`src/design/framer_pkg.sv`:
```
/*
  constants, carrier structs and state layout of the telemetry record
  framer. assumes one clock (hclk, 25 MHz) and an ahb-lite register bus.
*/
package framer_pkg;

  localparam logic [31:0] SYNC_WORD   = 32'h3003_0330;
  localparam logic [7:0]  MODULE_BIAS = 8'h01;
  localparam logic [15:0] HDR_BYTES   = 16'h0008;
  localparam logic [15:0] TS_BYTES    = 16'h0006;
  localparam logic [15:0] ST_BYTES    = 16'h0030;
  localparam int          ST_WORDS    = 12;
  localparam int          ST_AW       = 4;

  localparam logic [7:0] OFS_CTRL   = 8'h00;
  localparam logic [7:0] OFS_WORDS  = 8'h04;
  localparam logic [7:0] OFS_STATUS = 8'h08;
  localparam logic [7:0] OFS_STBLK  = 8'h40;
  localparam logic [7:0] OFS_STEND  = 8'h6c;

  localparam int CTRL_EN    = 0;
  localparam int CTRL_TS    = 1;
  localparam int CTRL_ST    = 2;
  localparam int CTRL_WIDE  = 3;
  localparam int CTRL_SRC_L = 8;
  localparam logic [31:0] CTRL_MASK = 32'h0000_ff0f;

  typedef enum logic [2:0] {
    FSM_IDLE = 3'h0,
    FSM_HDR  = 3'h1,
    FSM_TS   = 3'h3,
    FSM_STAT = 3'h2,
    FSM_DATA = 3'h6
  } fsm_t;

  typedef struct packed {
    logic        sof;
    logic [15:0] word;
  } pcm_word_t;

  typedef struct packed {
    logic       first;
    logic       last;
    logic [7:0] data;
  } rec_byte_t;

  typedef struct packed {
    logic [10:0] day;
    logic [26:0] msec;
    logic [9:0]  usec;
  } day_time_stamp_t;

  typedef struct packed {
    logic [31:0] ctrl;
    logic [15:0] words;
    logic [15:0] rec_count;
    logic        pend;
    logic        pend_wr;
    logic [7:0]  pend_ofs;
    logic        hreadyout;
    logic        hresp;
    logic [31:0] hrdata;
    fsm_t        fsm;
    logic [15:0] cnt;
    logic        phase;
    logic        c_ts;
    logic        c_st;
    logic        c_wide;
    logic [7:0]  c_src;
    logic [15:0] c_words;
    logic [15:0] offset;
    logic [47:0] ts;
    pcm_word_t   hold;
    logic        hold_full;
    logic        pcm_ready;
    logic        out_valid;
    rec_byte_t   out;
  } state_t;

endpackage

```
`src/design/status_block_mem.sv`:
```
/*
  small word memory holding the appended status block.
  assumes writes come from the register bus; read data registered.
*/
`timescale 1ns/1ps
module status_block_mem
  import framer_pkg::*;
(
  input  wire logic             hclk,
  input  wire logic             hresetn,
  input  wire logic             we,
  input  wire logic [ST_AW-1:0] waddr,
  input  wire logic [31:0]      wdata,
  input  wire logic [ST_AW-1:0] raddr,
  output logic      [31:0]      rdata
);

  logic [31:0] mem [ST_WORDS];

  always_ff @(posedge hclk) begin
    if (we) begin
      mem[waddr] <= wdata;
    end
  end

  always_ff @(posedge hclk or negedge hresetn) begin
    if (!hresetn) begin
      rdata <= 32'h0000_0000;
    end else begin
      rdata <= mem[raddr];
    end
  end

endmodule

```
`src/design/telemetry_frame_record_framer.sv`:
```
/*
  record framer: wraps each pcm minor frame in a multiplex header with
  optional time stamp and status block, as a byte stream.
  assumes pcm words, time and the byte sink share hclk; ahb-lite slave.
*/
// Design decisions made here: the register addresses and the AHB-Lite slave port.
`timescale 1ns/1ps
module telemetry_frame_record_framer
  import framer_pkg::*;
(
  input  wire logic            hclk,
  input  wire logic            hresetn,
  input  wire logic            hsel,
  input  wire logic [31:0]     haddr,
  input  wire logic [1:0]      htrans,
  input  wire logic            hwrite,
  input  wire logic [2:0]      hsize,
  input  wire logic [31:0]     hwdata,
  input  wire logic            hready,
  output logic                 hreadyout,
  output logic                 hresp,
  output logic      [31:0]     hrdata,
  input  wire day_time_stamp_t day_time_stamp,
  input  wire logic            pcm_valid,
  input  wire pcm_word_t       pcm_in,
  output logic                 pcm_ready,
  output logic                 out_valid,
  output rec_byte_t            out_byte,
  input  wire logic            out_ready
);

  localparam state_t ST_RESET = '{hreadyout: 1'b1, fsm: FSM_IDLE,
                                  default: '0};

  state_t            s;
  state_t            next_s;
  logic              mem_we;
  logic [ST_AW-1:0]  mem_waddr;
  logic [ST_AW-1:0]  mem_raddr;
  logic [31:0]       mem_rdata;

  status_block_mem u_mem (
    .hclk    (hclk),
    .hresetn (hresetn),
    .we      (mem_we),
    .waddr   (mem_waddr),
    .wdata   (hwdata),
    .raddr   (mem_raddr),
    .rdata   (mem_rdata)
  );

  logic        can_load;
  logic        emit;
  logic [7:0]  byte_val;
  logic        byte_last;
  logic [15:0] data_len;
  logic [15:0] ofs_sum;
  logic [7:0]  blk_ofs;

  always_comb begin
    next_s    = s;
    mem_we    = 1'b0;
    mem_waddr = '0;
    emit      = 1'b0;
    byte_val  = 8'h00;
    byte_last = 1'b0;
    blk_ofs   = s.pend_ofs - OFS_STBLK;
    can_load  = !s.out_valid || out_ready;
    data_len  = s.ctrl[CTRL_WIDE] ? {s.words[14:0], 1'b0} : s.words;
    ofs_sum   = data_len;
    if (s.ctrl[CTRL_TS]) begin
      ofs_sum = ofs_sum + TS_BYTES;
    end
    if (s.ctrl[CTRL_ST]) begin
      ofs_sum = ofs_sum + ST_BYTES;
    end

    // register bus: one wait state, then answer
    next_s.hresp = 1'b0;
    if (s.pend) begin
      next_s.pend      = 1'b0;
      next_s.hreadyout = 1'b1;
      next_s.hrdata    = 32'h0000_0000;
      if (s.pend_wr) begin
        case (s.pend_ofs)
          OFS_CTRL:  next_s.ctrl  = hwdata & CTRL_MASK;
          OFS_WORDS: next_s.words = hwdata[15:0];
          default: begin
            if (s.pend_ofs >= OFS_STBLK && s.pend_ofs <= OFS_STEND) begin
              mem_we    = 1'b1;
              mem_waddr = blk_ofs[ST_AW+1:2];
            end
          end
        endcase
      end else begin
        case (s.pend_ofs)
          OFS_CTRL:   next_s.hrdata = s.ctrl;
          OFS_WORDS:  next_s.hrdata = {16'h0000, s.words};
          OFS_STATUS: next_s.hrdata = {s.rec_count, 15'h0000,
                                       s.fsm != FSM_IDLE};
          default:    next_s.hrdata = 32'h0000_0000;
        endcase
      end
    end else if (hsel && htrans[1] && hready) begin
      next_s.pend      = 1'b1;
      next_s.pend_wr   = hwrite;
      next_s.hreadyout = 1'b0;
      next_s.pend_ofs  = (haddr[31:8] == 24'h00_0000) ? haddr[7:0] : 8'hff;
    end

    // one-word input holding register
    if (pcm_valid && s.pcm_ready) begin
      next_s.hold      = pcm_in;
      next_s.hold_full = 1'b1;
    end

    case (s.fsm)
      FSM_IDLE: begin
        if (s.hold_full && !s.hold.sof) begin
          next_s.hold_full = 1'b0;
        end else if (s.hold_full && s.ctrl[CTRL_EN] &&
                     s.words != 16'h0000) begin
          next_s.fsm     = FSM_HDR;
          next_s.cnt     = '0;
          next_s.phase   = 1'b0;
          next_s.c_ts    = s.ctrl[CTRL_TS];
          next_s.c_st    = s.ctrl[CTRL_ST];
          next_s.c_wide  = s.ctrl[CTRL_WIDE];
          next_s.c_src   = s.ctrl[CTRL_SRC_L +: 8] - MODULE_BIAS;
          next_s.c_words = s.words;
          next_s.offset  = ofs_sum;
          next_s.ts      = {2'b00, day_time_stamp.day[8:0],
                            day_time_stamp.msec,
                            day_time_stamp.usec};
        end
      end
      FSM_HDR: begin
        if (can_load) begin
          emit = 1'b1;
          case (s.cnt[2:0])
            3'h0: byte_val = SYNC_WORD[31:24];
            3'h1: byte_val = SYNC_WORD[23:16];
            3'h2: byte_val = SYNC_WORD[15:8];
            3'h3: byte_val = SYNC_WORD[7:0];
            3'h4: byte_val = s.c_src;
            3'h5: byte_val = {6'h00, s.c_st, s.c_ts};
            3'h6: byte_val = s.offset[7:0];
            default: byte_val = s.offset[15:8];
          endcase
          next_s.cnt = s.cnt + 16'h0001;
          if (s.cnt == HDR_BYTES - 16'h0001) begin
            next_s.cnt = '0;
            if (s.c_ts) begin
              next_s.fsm = FSM_TS;
            end else if (s.c_st) begin
              next_s.fsm = FSM_STAT;
            end else begin
              next_s.fsm = FSM_DATA;
            end
          end
        end
      end
      FSM_TS: begin
        if (can_load) begin
          emit       = 1'b1;
          byte_val   = s.ts[6'd47 - {s.cnt[2:0], 3'b000} -: 8];
          next_s.cnt = s.cnt + 16'h0001;
          if (s.cnt == TS_BYTES - 16'h0001) begin
            next_s.cnt = '0;
            next_s.fsm = s.c_st ? FSM_STAT : FSM_DATA;
          end
        end
      end
      FSM_STAT: begin
        if (can_load) begin
          emit       = 1'b1;
          byte_val   = mem_rdata[{s.cnt[1:0], 3'b000} +: 8];
          next_s.cnt = s.cnt + 16'h0001;
          if (s.cnt == ST_BYTES - 16'h0001) begin
            next_s.cnt = '0;
            next_s.fsm = FSM_DATA;
          end
        end
      end
      FSM_DATA: begin
        if (can_load && s.hold_full) begin
          emit = 1'b1;
          if (s.c_wide && !s.phase) begin
            byte_val     = s.hold.word[15:8];
            next_s.phase = 1'b1;
          end else begin
            byte_val         = s.hold.word[7:0];
            next_s.phase     = 1'b0;
            next_s.hold_full = 1'b0;
            next_s.cnt       = s.cnt + 16'h0001;
            if (s.cnt == s.c_words - 16'h0001) begin
              byte_last        = 1'b1;
              next_s.fsm       = FSM_IDLE;
              next_s.rec_count = s.rec_count + 16'h0001;
            end
          end
        end
      end
      default: next_s.fsm = FSM_IDLE;
    endcase

    // a new word may only be taken once the held one is gone
    if (pcm_valid && s.pcm_ready) begin
      next_s.hold_full = 1'b1;
    end

    if (emit) begin
      next_s.out_valid  = 1'b1;
      next_s.out.data   = byte_val;
      next_s.out.first  = (s.fsm == FSM_HDR) && (s.cnt == 16'h0000);
      next_s.out.last   = byte_last;
    end else if (out_ready) begin
      next_s.out_valid  = 1'b0;
    end
    next_s.pcm_ready = !next_s.hold_full;
    mem_raddr        = next_s.cnt[ST_AW+1:2];
  end

  always_ff @(posedge hclk or negedge hresetn) begin
    if (!hresetn) begin
      s <= ST_RESET;
    end else begin
      s <= next_s;
    end
  end

  assign hreadyout = s.hreadyout;
  assign hresp     = s.hresp;
  assign hrdata    = s.hrdata;
  assign pcm_ready = s.pcm_ready;
  assign out_valid = s.out_valid;
  assign out_byte  = s.out;

endmodule

```
`config.mk`:
```
export PLATFORM = sky130hd
export DESIGN_NAME = telemetry_frame_record_framer
export DESIGN_NICKNAME = d
export VERILOG_FILES = /design/src/design/framer_pkg.sv /design/src/design/status_block_mem.sv /design/src/design/telemetry_frame_record_framer.sv
export SDC_FILE = /design/constraint.sdc
export NUM_CORES = 1
export LEC_CHECK = 0
export BUFFER_PORTS_ARGS = -buffer_cell sky130_fd_sc_hd__buf_2
export CORE_UTILIZATION = 50
export DETAILED_ROUTE_END_ITERATION = 12
export PLACE_DENSITY_LB_ADDON = 0.2
export SLEW_MARGIN = 10
export SYNTH_ARGS = -nofsm -noshare
export SYNTH_HDL_FRONTEND = slang
export SYNTH_SLANG_ARGS = --single-unit
```
`constraint.sdc`:
```
create_clock -name hclk -period 6.6 [get_ports hclk]
set_input_delay 0.66 -clock hclk [delete_from_list [all_inputs] [get_ports hclk]]
set_output_delay 0.66 -clock hclk [all_outputs]
set_load 0.005 [all_outputs]
```
Word-level counts from Yosys, hierarchy flattened
Memory sizes are Yosys's and may differ from the RTL's. A register that Yosys moved wholly into a read port is not among the register bits.
Index checks and enable logic that the tools add are counted.
{ "classes": {"n_addsub": 8, "mux": 57, "bitwise_logic": 3, "order_cmp": 2, "n_reduce_logical": 39, "n_shift": 2, "eq_ne": 27} }
{ "ops": {"columns": ["cell", "n"], "rows": [
  ["$mux 111", 2],
  ["$mux 19", 7],
  ["$pmux 32 s3", 1],
  ["$pmux 16 s5", 1],
  ["$shiftx 55x7->8", 1],
  ["$mux 16", 3],
  ["$mux 8", 6],
  ["$pmux 8 s5", 1],
  ["$add 16x1->16 const B", 2],
  ["$eq 16x3->1 const B", 2],
  ["$mux 32", 1],
  ["$pmux 8 s4", 1],
  ["$shiftx 32x6->8", 1],
  ["$logic_not 24->1", 1],
  ["$ne 2x2->1 const B", 11],
  ["$mux 1", 21],
  ["$mux 20", 1],
  ["$add 16x3->16 const B", 1],
  ["$add 16x6->16 const B", 1],
  ["$eq 16x16->1", 1],
  ["$eq 16x6->1 const B", 1],
  ["$logic_not 16->1", 1],
  ["$mux 4", 4],
  ["$reduce_bool 16->1", 1],
  ["other kinds (31)", 65]
]} }
{ "totals": {"mem_count": 1, "regBits": 226, "elab_cells": 166, "input_bits": 141, "ram_bits": 384} }
{ "memory_table": {"columns": ["name", "depth", "word_bits", "read_ports", "rd_ports_with_merged_regs", "write_ports", "line", "source"], "rows": [
  ["u_mem.mem", 12, 32, 1, 1, 1, "status_block_mem.sv:18", "logic [31:0] mem [ST_WORDS];"]
]} }

Depth between registers and ports, before layout
{ "logic_depth": {"depth_word": 8, "depth_mapped": 15, "mapped_depth_nobuf": 11} }

Cells and area by module
From an unflattened synthesis, not the netlist that was laid out.
{ "hier_totals": {"hier_cells": 1838, "area_unflattened_um2": 27570.2} }
{ "modules_own_cells": {"columns": ["mod", "seq_area_each_um2", "area_each_um2", "cells_each", "instances"], "rows": [
  ["status_block_mem", 12331.8, 15333.5, 664, 1],
  ["telemetry_frame_record_framer", 5656.7, 12236.7, 1174, 1]
]} }

Worst setup path before layout
OpenSTA, ideal clock, no wires.
{ "synth_timing": {"path_kind": "reg2reg", "startpoint": "reg s[178] (netlist bit)", "endpoint": "mem u_mem.mem[8][0] (enable)", "arrival_time_ns": 3.887, "path_slack_ns": 2.243, "path_stages_with_launch": 6, "setup_ns": 0.470, "path_cell_list": "dfrtp_1 -> clkbuf_1 -> nand2_1 -> nor2_1 -> or4b_2 -> a211oi_1"} }
{ "synth_via": {"elab_chain_len": 8} }
{ "synth_rtl": {"columns": ["element", "line", "source"], "rows": [
  ["start, declared", "telemetry_frame_record_framer.sv:35", "state_t s;"],
  ["start signal, assigned", "telemetry_frame_record_framer.sv:228", "s <= next_s;"],
  ["$ge 8x7->1 / $le 8x7->1 (equally long branches)", "telemetry_frame_record_framer.sv:89", "if (s.pend_ofs >= OFS_STBLK && s.pend_ofs <= OFS_STEND) begin"],
  ["$logic_and 1x1->1", "telemetry_frame_record_framer.sv:89", null],
  ["$mux 1", "telemetry_frame_record_framer.sv:89", null],
  ["$mux 1", "telemetry_frame_record_framer.sv:85", "case (s.pend_ofs)"],
  ["$mux 1", "telemetry_frame_record_framer.sv:84", "if (s.pend_wr) begin"],
  ["$mux 1", "telemetry_frame_record_framer.sv:80", "if (s.pend) begin"],
  ["$mux 1", "status_block_mem.sv:21", "if (we) begin"],
  ["$mux 1 (implied by the code)", "status_block_mem.sv:22", "mem[waddr] <= wdata;"],
  ["end, declared", "status_block_mem.sv:18", null]
]} }
Parallel ways exist; a longest one is shown, timed or not.

Final worst setup path
{ "layout_timing": {"startpoint": "reg s[123] (netlist bit)", "endpoint": "reg u_mem.rdata[15] (read register of u_mem.mem)"} }
{ "layout_via": {"elab_chain_len": 4} }
{ "layout_rtl": {"columns": ["element", "line", "source"], "rows": [
  ["$add 16x1->16 (tied with other cells)", null, null],
  ["$mux 19, on equally long branches", null, null],
  ["$mux 20 (tied with other cells)", "telemetry_frame_record_framer.sv:186", "if (can_load && s.hold_full) begin"],
  ["$pmux 16 s5 (*)", "telemetry_frame_record_framer.sv:117", "case (s.fsm)"],
  ["end, declared", "status_block_mem.sv:15", "output logic [31:0] rdata"]
]} }
Mark *: on every way between the ends. The rest lies on a longest branch, timed or not. The select of a mux whose other input is x is not followed.
A chain may end at the register's enable or synchronous reset.

==> results.yml <==
status:
  status: "finished, final reports clean"
setup_path:
  worst-path-buf-inv: 3
  crit_type: "flip-flop to flip-flop"
  r2r_end: "u_mem.rdata[15]"
  cp-start-kind: "flip-flop"
  cp_slowest_cell: "clkinv_1"
  cp.arrival_ns: 4.93
  ff2ff_path_depth: 12
  path_cells: "buf_4 -> ha_1 -> or3b_2 -> or4_1 -> a32oi_1 -> o2bb2ai_4 -> nor2_4 -> clkinv_1 -> buf_4 -> nand2_1 -> a311oi_1 -> a221o_1"
  timing.critical_path.fanout_max: 25
  endpoint_kind: "flip-flop"
  required_ns: 7.08
  startpoint: "s[123]"
  reg2reg_from: "s[123]"
  crit_family: "buffers and inverters"
  reg2reg_slack_ns: 2.15
  critical_path.max_stage_delay_ns: 0.63
  cpMostUsedCell: "buf_4"
pwr:
  sw_frac_of_total_pct: 30.5
  peakVddDrop_mv: 0.330
  comb_power_share_pct: 25.6
  internal_power_uw: 8430
  p_clk_share_pct: 32.0
  p_per_area_nw_per_um2: 379
  cellLeakagePower_uw: 0.0127
  p_sw_uw: 3710
  seqPwrFrac_pct: 42.4
synthesis:
  syn_area_per_cell_um2: 13.6
  synthCells: 2089
  ys_seq_area_share_pct: 63.4
  synth_top_cell_area_share_pct: 40.6
  synth_cell_types: 77
  ys_top_cells_by_area: "edfxtp_1, dfrtp_1, mux2i_1"
  yosysWarnings: 0
  synth-edff-count: 384
  syn_nets: 2241
  yosysTopAreaCell: "edfxtp_1"
  ys.flop_type: "edfxtp_1"
  postSynth.asyncResetShare_pct: 40.2
  syn-cell-area_um2: 28400
  ys_ff_latch: 642
clocking:
  htreeDepth: 3
  cts_buffers: 69
  clock_sinks: 642
  cts_resized: 0
  cts_setup_buffers: 0
  path_clk_slew_ns: 0.07
  cts_tree: "done"
  ctsHoldBuffers: 0
  clkLatencyLatePin_ns: 0.60
  cts_max_path_buffers: 3
  clock-root-buffer: "clkbuf_16"
route:
  drt_iter0_drc: 1493
  detail-route-antenna-nets: 0
  drt-pass1-iter-count: 7
  drt_wl_total_um: 68700
  drcViolationCount: 0
  wire_per_inst_um: 22.9
  num_vias: 17790
  routed_via_density: 5.92
global_routing:
  grt_pass1_vias: 17561
  grt_use_total_pct: 24.0
  grt_overflow: 0
  antenna_found_initial: 6
  grt_max_degree: 174
  grt_pass1_wl_um: 104000
placed_design:
  port_buffers: 179
  gp_congestion: 0.898
  dp_cells: 2878
  post-dp-hpwl_um: 41400
die:
  floorplan.initialDensity_pct: 51.0
  rows: 86
  die_x_um: 240
  die_area_um2: 57700
  coreArea_um2: 55600
  die_h_um: 240
  ios: 187
sta:
  period_needed_ns: 4.45
  fmax_mhz: 225
  fin_tns_setup_ns: 0
  final-setup-viol-count: 0
  clock_skew_ns: 0.0255
  rsz0062_at_grt: "false"
  tightest_slew_ns: 1.21
  drv_slew: 0
  hold_viol_final: 0
  relSlewSlack_pct: 18.6
  post-route-period-util_pct: 67.4
layout:
  fin_cells: 3004
  area_growth_syn_to_layout_pct: 13.0
  fin_nets: 2353
  drive_above_1_share_pct: 21.4
run:
  max_cap_viol_count: 0
hold_path:
  hold_class: "input pin to asynchronous set/reset pin"
[routing by layer]
| layer | routed length, um | vias to the layer above | part of all wire [%] | global-route usage [%] |
|---|---|---|---|---|
| met5 | 58 | - | 0.084 | 0 |
| met4 | 1690 | 10 | 2.5 | 7.66 |
| met3 | 3780 | 114 | 5.5 | 4.04 |
| met2 | 34300 | 515 | 50 | 40.8 |
| met1 | 28800 | 9081 | 42 | 31.2 |
| li1 | - | 8070 | - | - |
[cell families (layout without fill, tap and decap cells)]
group,count (synthesis),after routing,synth area share [%]
AO/OA/AOI/OAI,358,358,9.18
XOR/XNOR,58,58,1.79
adder cells (fa/ha/maj),11,11,0.485
buffers and inverters,230,396,3.91
flip-flops,642,642,63.4
multiplexers,356,356,13.7
other,1,2,0.0132
AND/OR/NAND/NOR,433,433,7.50
[worst reg2reg max path, delay by kind of cell, from the launching register on]
| kind | cells | cell delay, ns |
|---|---|---|
| and+or+nand+nor | 4 | 1.22 |
| buffers and inverters | 3 | 1.52 |
| AOI/OAI and AO/OA | 4 | 0.90 |
| DFF | 1 | 0.32 |
| adders and majority gates | 1 | 0.36 |
[Yosys cell counts, types with 39 or more instances]
cell,number
clkbuf_1,80
a211oi_1,41
nand2_1,191
dfrtp_1,257
nor2_1,59
a311oi_1,39
o21ai_0,93
inv_1,58
buf_4,48
edfxtp_1,384
mux2_2,110
mux2i_1,230
[power groups by stage]
stage | Sequential (uW) | Clock, uW | Combinational, uW
2_1_floorplan | 5010 | 0 | 2370
3_3_place_gp | 5200 | 0 | 3040
3_5_place_dp | 5220 | 0 | 3110
4_1_cts | 5140 | 3960 | 3120
5_1_grt | 5190 | 4110 | 3380
6_report | 5140 | 3880 | 3110
[stage by stage]
step / worst slack [ns] / total power (uW) / hold slack (ns) / cell area, um^2 / utilization (%)
floorplan: 2.24 / 7390 / 0.364 / 28400 / -
global placement: 2.28 / 8230 / 0.459 / 29800 / 53.5
detailed placement: 2.21 / 8330 / 0.463 / 29800 / 53.5
CTS: 2.19 / 12200 / 0.0757 / 32100 / 57.6
global route: 1.98 / 12700 / 0.106 / 32100 / 57.6
finish: 2.15 / 12100 / 0.0572 / 32100 / 57.6
[cell type report]
type | count | area [um^2]
sequential | 642 | 18000
clock buffer | 92 | 1940
inverter | 62 | 234
tap | 748 | 936
clock inverter | 33 | 357
multi-input combinational | 1217 | 9440
timing repair buffer | 209 | 1160
antenna | 1 | 2.50
fill | 4468 | 23600
[cells in the final DEF (no fill, tap or decap), drive strengths merged, types with 18 or more instances in the layout]
cell    netlist  final
a211oi       41     41
a21oi        24     24
a221o        34     34
a311oi       39     39
and3         18     18
buf          87    209
clkbuf       81     92
clkinv        2     24
dfrtp       257    257
edfxtp      384    384
inv          60     62
mux2        110    110
mux2i       230    230
nand2       191    191
nand3        29     29
nor2         59     59
nor3         18     18
nor4         22     22
o21a         35     35
o21ai        93     93
xnor2        34     34
xor2         24     24
[how the worst max path moves through the flow]
stage	slack (ns)	cells past startpoint	end
global placement	2.28	11	u_mem.rdata[20]
global route	1.98	11	u_mem.rdata[20]
detailed placement	2.21	12	u_mem.rdata[15]
CTS	2.19	12	u_mem.rdata[15]
finish	2.15	12	u_mem.rdata[15]
floorplan	2.24	5	u_mem.mem[8][0]
[registers in the layout, summed over array words and instances (netlist names)]
| register | cells |
|---|---|
| out_valid | 1 |
| pcm_ready | 1 |
| u_mem.mem | 384 |
| out_byte | 10 |
| hrdata | 32 |
| hreadyout | 1 |
| u_mem.rdata | 32 |
| s | 181 |
Note: power is estimated with default switching activity, not from simulation.
